### src/shared/cdl_pkg.sv
package cdl_pkg;

    // ========================================================================
    // register map (word index = byte address / 4 not used: plain port)
    // ========================================================================
    localparam logic [3:0] CDL_ADDR_PRES   = 4'h0;  // present/line status, read only
    localparam logic [3:0] CDL_ADDR_STAT   = 4'h1;  // sticky event flags, write 1 to clear
    localparam logic [3:0] CDL_ADDR_STEN   = 4'h2;  // status enable
    localparam logic [3:0] CDL_ADDR_SIGEN  = 4'h3;  // signal (interrupt) enable
    localparam logic [3:0] CDL_ADDR_SWRST  = 4'h4;  // software reset control

    // present-state field positions
    localparam int CDL_POS_CARD_PRESENT = 0;
    localparam int CDL_POS_STABLE       = 1;
    localparam int CDL_POS_CD_RAW       = 2;
    localparam int CDL_POS_WP           = 3;
    localparam int CDL_POS_DAT_LO       = 4;
    localparam int CDL_POS_CMD          = 8;

    // event flag positions (status, enables) and software reset bit position
    localparam int CDL_POS_INS = 0;
    localparam int CDL_POS_REM = 1;
    localparam int CDL_POS_SWRST_ALL = 0;

    // reset values
    localparam logic [1:0] CDL_EV_RST = 2'h0;

    // ========================================================================
    // debounce timing
    // ========================================================================
    localparam int CDL_CLK_MHZ       = 125;
    localparam int CDL_DEBOUNCE_US   = 1;
    localparam int CDL_DEBOUNCE_CYC  = CDL_DEBOUNCE_US * CDL_CLK_MHZ;
    localparam int CDL_CNT_W         = 8;

    // ========================================================================
    // carrier types
    // ========================================================================
    typedef struct packed {
        logic       cmd;
        logic [3:0] dat;
        logic       wp;
        logic       cd;
    } cdl_pins_s;

    typedef enum logic [2:0] {
        CDL_ST_RESET  = 3'b001,
        CDL_ST_BOUNCE = 3'b010,
        CDL_ST_STABLE = 3'b100
    } cdl_state_e;

endpackage : cdl_pkg

### src/hdl/cdl_card_detect.sv
`timescale 1ns/1ps
`default_nettype none
// ============================================================================
// Overview of operation
// - debounced presence rising sets insertion flag if enabled; interrupt if signalled
// - debounced presence falling sets removal flag if enabled; interrupt if signalled
// - full software reset leaves presence and stable bits untouched
// - stable bit reads 0 in reset or debouncing, 1 once settled
// - stable 1 with presence 0 means no card in the socket
// - raw detect bit is undebounced inverse of the detect pin
// - write-protect bit equals the write-protect pin, not inverted
// - four data line levels are readable, showing busy on line zero
// - command line level is readable
// - card detect is debounced before driving the presence bit
module cdl_card_detect
    import cdl_pkg::*;
#(
    parameter int DEBOUNCE_CYC = CDL_DEBOUNCE_CYC
)
(
    input  wire logic        clk,
    input  wire logic        rst_b,
    input  wire logic        card_detect_pin,
    input  wire logic        write_protect_pin,
    input  wire logic [3:0]  data_line_pins,
    input  wire logic        command_line_pin,
    input  wire logic [3:0]  addr,
    input  wire logic [31:0] wdata,
    input  wire logic        wr,
    input  wire logic        rd,
    output logic      [31:0] rdata,
    output logic             irq
);

    localparam logic [CDL_CNT_W-1:0] DB_LAST = CDL_CNT_W'(DEBOUNCE_CYC - 1);

    // ========================================================================
    // synchronisers
    // ========================================================================
    cdl_pins_s pins_raw;
    cdl_pins_s sync1_r;
    cdl_pins_s sync2_r;

    assign pins_raw = '{cmd: command_line_pin, dat: data_line_pins,
                        wp: write_protect_pin, cd: card_detect_pin};

    // first stage feeds only the second stage
    always_ff @(posedge clk or negedge rst_b)
    begin
        if (!rst_b)
        begin
            sync1_r <= '{cmd: 1'b1, dat: 4'hf, wp: 1'b1, cd: 1'b1};
            sync2_r <= '{cmd: 1'b1, dat: 4'hf, wp: 1'b1, cd: 1'b1};
        end
        else
        begin
            sync1_r <= pins_raw;
            sync2_r <= sync1_r;
        end
    end

    // ========================================================================
    // debouncer
    // ========================================================================
    cdl_state_e            state_r, state_nxt;
    logic [CDL_CNT_W-1:0]  cnt_r, cnt_nxt;
    logic                  present_r, present_nxt;
    logic                  cand;
    logic                  cand_d_r;

    // pin low means card in the socket
    assign cand = ~sync2_r.cd;

    // presence only moves after a full steady interval; software reset
    // does not reach this process at all, only rst_b does
    always_comb
    begin
        state_nxt   = state_r;
        cnt_nxt     = cnt_r;
        present_nxt = present_r;
        case (state_r)
            CDL_ST_RESET:
            begin
                state_nxt = CDL_ST_BOUNCE;
                cnt_nxt   = '0;
            end
            CDL_ST_BOUNCE:
            begin
                // a wobble restarts the interval, even on its last cycle
                if (cand != cand_d_r)
                    cnt_nxt = '0;
                else if (cnt_r == DB_LAST)
                begin
                    present_nxt = cand;
                    state_nxt   = CDL_ST_STABLE;
                    cnt_nxt     = '0;
                end
                else
                    cnt_nxt = cnt_r + 1'b1;
            end
            CDL_ST_STABLE:
            begin
                if (cand != present_r)
                begin
                    state_nxt = CDL_ST_BOUNCE;
                    cnt_nxt   = '0;
                end
            end
            default:
            begin
                state_nxt = CDL_ST_RESET;
                cnt_nxt   = '0;
            end
        endcase
    end

    // debouncer state; last cycle's level is kept to spot any wobble
    always_ff @(posedge clk or negedge rst_b)
    begin
        if (!rst_b)
        begin
            state_r   <= CDL_ST_RESET;
            cnt_r     <= '0;
            present_r <= 1'b0;
            cand_d_r  <= 1'b0;
        end
        else
        begin
            state_r   <= state_nxt;
            cnt_r     <= cnt_nxt;
            present_r <= present_nxt;
            cand_d_r  <= cand;
        end
    end

    // ========================================================================
    // event flags and interrupt
    // ========================================================================
    logic [1:0] stat_r, stat_nxt;
    logic [1:0] sten_r, sten_nxt;
    logic [1:0] sigen_r, sigen_nxt;
    logic [1:0] ev;
    logic       irq_nxt;

    assign ev[CDL_POS_INS] = present_nxt & ~present_r;
    assign ev[CDL_POS_REM] = ~present_nxt & present_r;

    // write-one-to-clear; a same-cycle event wins over the clear
    always_comb
    begin
        stat_nxt  = stat_r;
        sten_nxt  = sten_r;
        sigen_nxt = sigen_r;
        if (wr && addr == CDL_ADDR_STAT)
            stat_nxt = stat_r & ~wdata[1:0];
        if (wr && addr == CDL_ADDR_STEN)
            sten_nxt = wdata[1:0];
        if (wr && addr == CDL_ADDR_SIGEN)
            sigen_nxt = wdata[1:0];
        // full software reset clears the event side only
        if (wr && addr == CDL_ADDR_SWRST && wdata[CDL_POS_SWRST_ALL])
        begin
            stat_nxt  = CDL_EV_RST;
            sten_nxt  = CDL_EV_RST;
            sigen_nxt = CDL_EV_RST;
        end
        stat_nxt = stat_nxt | (ev & sten_r);
        irq_nxt  = |(stat_nxt & sigen_nxt);
    end

    always_ff @(posedge clk or negedge rst_b)
    begin
        if (!rst_b)
        begin
            stat_r  <= CDL_EV_RST;
            sten_r  <= CDL_EV_RST;
            sigen_r <= CDL_EV_RST;
            irq     <= 1'b0;
        end
        else
        begin
            stat_r  <= stat_nxt;
            sten_r  <= sten_nxt;
            sigen_r <= sigen_nxt;
            irq     <= irq_nxt;
        end
    end

    // ========================================================================
    // read port
    // ========================================================================
    logic [31:0] rdata_nxt;
    logic [31:0] pres_word;

    // stable is low in reset and while counting out a change
    always_comb
    begin
        pres_word = '0;
        pres_word[CDL_POS_CARD_PRESENT] = present_r;
        pres_word[CDL_POS_STABLE]       = (state_r == CDL_ST_STABLE);
        pres_word[CDL_POS_CD_RAW]       = ~sync2_r.cd;
        pres_word[CDL_POS_WP]           = sync2_r.wp;
        pres_word[CDL_POS_DAT_LO +: 4]  = sync2_r.dat;
        pres_word[CDL_POS_CMD]          = sync2_r.cmd;
        rdata_nxt = '0;
        if (rd)
        begin
            case (addr)
                CDL_ADDR_PRES:  rdata_nxt = pres_word;
                CDL_ADDR_STAT:  rdata_nxt = {30'h0, stat_r};
                CDL_ADDR_STEN:  rdata_nxt = {30'h0, sten_r};
                CDL_ADDR_SIGEN: rdata_nxt = {30'h0, sigen_r};
                default:        rdata_nxt = '0;  // unmapped and reset reg read zero
            endcase
        end
    end

    // data hold only for the cycle after the strobe
    always_ff @(posedge clk or negedge rst_b)
    begin
        if (!rst_b)
            rdata <= '0;
        else
            rdata <= rdata_nxt;
    end
endmodule : cdl_card_detect
`default_nettype wire

### config.mk
export PLATFORM = sky130hd
export DESIGN_NAME = cdl_card_detect
export DESIGN_NICKNAME = d
export VERILOG_FILES = /design/src/shared/cdl_pkg.sv /design/src/hdl/cdl_card_detect.sv
export SDC_FILE = /design/constraint.sdc
export NUM_CORES = 1
export LEC_CHECK = 0
export BUFFER_PORTS_ARGS = -buffer_cell sky130_fd_sc_hd__buf_4
export CORE_AREA = 2 2 76 63
export DETAILED_ROUTE_END_ITERATION = 7
export DIE_AREA = 0 0 78 65
export PLACE_DENSITY = 0.75
export SETUP_SLACK_MARGIN = 0.15
export SYNTH_ARGS = -nofsm -noshare
export SYNTH_HDL_FRONTEND = slang
export SYNTH_SLANG_ARGS = --single-unit
### constraint.sdc
create_clock -name clk -period 2.1 [get_ports clk]
set_input_delay 0.21 -clock clk [delete_from_list [all_inputs] [get_ports clk]]
set_output_delay 0.21 -clock clk [all_outputs]
set_load 0.02 [all_outputs]
==> results.txt <==
WP buf/inv = 0
via count = 1186
slew margin rel. = 61.07%
synth unique cells = 39
Finish-stage setup viols = 0
slowest CP cell = dfstp_2
vias per cell = 4.706
post-synthesis cell area = 1892 um^2
H-tree depth = 2
Die H = 65 um
crit path DAT = 1.87 ns
total gr overflow = 0
Sequential Power Share = 56.0%
Initial Utilization = 42.95%
first-pass GRT wire length = 4.864 mm
Core ar. = 4404 um^2
CTS clk-pin slew, worst paths = 0.07 ns
Top delay family on crit path = flip-flops
fin crit period = 1.723 ns
DIE AREA = 5070 um^2
Synth Instances = 161
Internal Power = 1.238 mW
Sw Share = 23.55%
Synth Warn # = 0
DR pass1 iterations = 4
Comb pwr share = 10.2%
type of element capturing the critical path = flip-flop
DRC Markers = 0
DR iter-0 viols = 51
clock buffer depth = 2
pre-CTS WS = 0.3721 ns
status = finished clean
Die X = 78 um
Top-Level Pins = 80
post-CTS sizing = 0
Synth Register Bits = 43
Stages on worst setup path = 4
Worst-Margin Slew = 0.5795 ns
Root Buffer = clkbuf_8
Crit Path Category = reg -> reg
Hold Path Class = in -> reg
Post-DRT Antenna Nets = 0
initial antenna violation count = 0
Max Freq = 580.2 MHz
reg2reg path depth = 4
CTS tree = yes
Post-CTS Setup Bufs = 0
routed len/inst = 11.47 um
share of cells above drive strength 1 = 28.13%
final worst path period share = 82.07%
Peak VDD IR = 0.0003275 V
TritonCTS buffer count = 5
switching power = 0.3811 mW
clock latency on the worst-skew pair = 0.28 ns
Post-synth EDFFs = 0
Power Density = 746.1 nW/um^2
P&R area growth vs syn = 14.68%
gpl congestion = 0.8347
clock power share = 33.8%
max-cap violation count = 0
PortBufs = 26
GRT Overall Usage = 12.72%
CP dominant cell by count = nor2_1
Sink Count = 43
n_diodes = 0
hold path cells = 1
post-synthesis sequential area ratio = 57.87%
clk_skew = 0.003460 ns
syn_area_per_cell = 11.75 um^2
Leak Pwr = 1.040 nW
hold_buf cts = 1
RSZ-0062 raised after global routing = false
Crit path required time = 2.25 ns
Setup WS post-layout = 0.3765 ns
Main synth FF type = dfrtp_1
number of global-route vias before repair = 1069
DP HPWL = 2.114 mm
final number of hold-violating endpoints = 0
crit path max fanout = 7
commonest non-fill, non-tap cell in the layout = dfrtp_1
Slew Viols, Final = 0
Setup TNS = 0 ns
largest net degree at the start of global routing = 44
FP Rows = 22
CP Launch Type = flip-flop
nets = 240
Worst path max stage delay = 0.58 ns
crit path cell chain = xnor2_1, nor2_1, a21oi_1, nor2_1
commonest non-fill, non-tap cells in the layout = 28 x dfrtp_1, 26 x buf_4, 23 x conb_1, 15 x dfstp_2, 13 x nor2_1
Routed WL = 2.890 mm
Synth async-reset ratio = 100.0%
[final timing paths]
path | slack (ns) | end | startpoint
worst max-delay path | 0.38 | cnt_r[6] | sync2_r[0]
worst min-delay path | 0.03 | sync1_r[5] | data_line_pins[3]
worst max register to register | 0.38 | cnt_r[6] | sync2_r[0]
worst min register to register | 0.35 | pres_word[8] | sync1_r[6]
max in group asynchronous | 1.29 | sync1_r[6] | rst_b
min in group asynchronous | 0.44 | cnt_r[2] | rst_b
[cells in the mapped netlist (all sizes together), types with 2 or more instances]
library cell | count | area, um^2
o21ai | 5 | 25.02
dfrtp | 28 | 700.7
or3b | 2 | 20.02
clkbuf | 3 | 12.51
a211oi | 2 | 15.01
nor3 | 2 | 10.01
o2111ai | 2 | 17.52
o211ai | 3 | 22.52
a32o | 2 | 22.52
nand2 | 6 | 22.52
xnor2 | 3 | 26.28
dfstp | 15 | 394.1
inv | 5 | 18.77
ha | 2 | 25.02
buf | 23 | 172.7
xor2 | 6 | 52.55
nand4b | 2 | 17.52
a21oi | 3 | 15.01
and3 | 3 | 18.77
and4bb | 2 | 25.02
and2 | 7 | 43.79
mux2i | 3 | 30.03
nor2 | 13 | 48.80
a22o | 2 | 17.52
nand3 | 5 | 25.02
[through the flow]
step	instance area (um^2)	utilization [%]	total power, mW	instances	hold WS, ns
2_1_floorplan	1974	-	1.051	183	-0.08559
3_3_place_gp	2059	46.76	1.083	243	0.2241
3_5_place_dp	2059	46.76	1.086	243	0.2213
4_1_cts	2170	49.26	1.638	252	0.01843
5_1_grt	2170	49.26	1.707	252	0.004915
6_report	2170	49.26	1.619	252	0.02730
[sequential cells by signal, summed over array words and instances, names as in the netlist, 2 cells and up]
| name | count |
|---|---|
| pres_word | 6 |
| state_r | 3 |
| rdata | 9 |
| cnt_r | 8 |
| sten_r | 2 |
| sync1_r | 7 |
| stat_r | 2 |
| sigen_r | 2 |
[worst reg2reg max path: stages, from the launching register on]
cell and delay [ns]:
dfstp_2 0.58, xnor2_1 0.27, nor2_1 0.18, a21oi_1 0.45, nor2_1 0.10
[logic make-up after synthesis]
logic type,synth area share [%]
and+or+nand+nor,15.08
DFF,57.87
muxes,1.587
buffers and inverters,10.78
adders and majority gates,1.323
xor gates and xnor gates,4.167
AOI/OAI and AO/OA,8.995
other,0.1982
[routing by layer]
metal / wire length (um) / part of all wire (%) / GRT usage, %
met1: 1369 / 47 / 17.59
met2: 1280 / 44 / 18.10
met3: 206 / 7.1 / 3.482
met4: 33 / 1.1 / 7.018
met5: 0 / 0 / 0
[cell type report]
class | count | area [um^2]
clock buffers | 8 | 100.1
fillers | 403 | 2235
well taps | 60 | 75.07
multi-input cells | 109 | 675.6
inverters | 5 | 18.77
repair buffers | 27 | 205.2
flip-flops and latches | 43 | 1095
[power by group through the flow]
stage               combinational (mW)  sequential (mW)  clock, mW
floorplan                        0.135            0.916          0
global placement                 0.162            0.920          0
detailed placement               0.165            0.921          0
CTS                              0.167            0.906      0.565
global route                     0.186            0.913      0.607
finish                           0.165            0.906      0.547
Note: power is estimated with default switching activity, not from simulation.
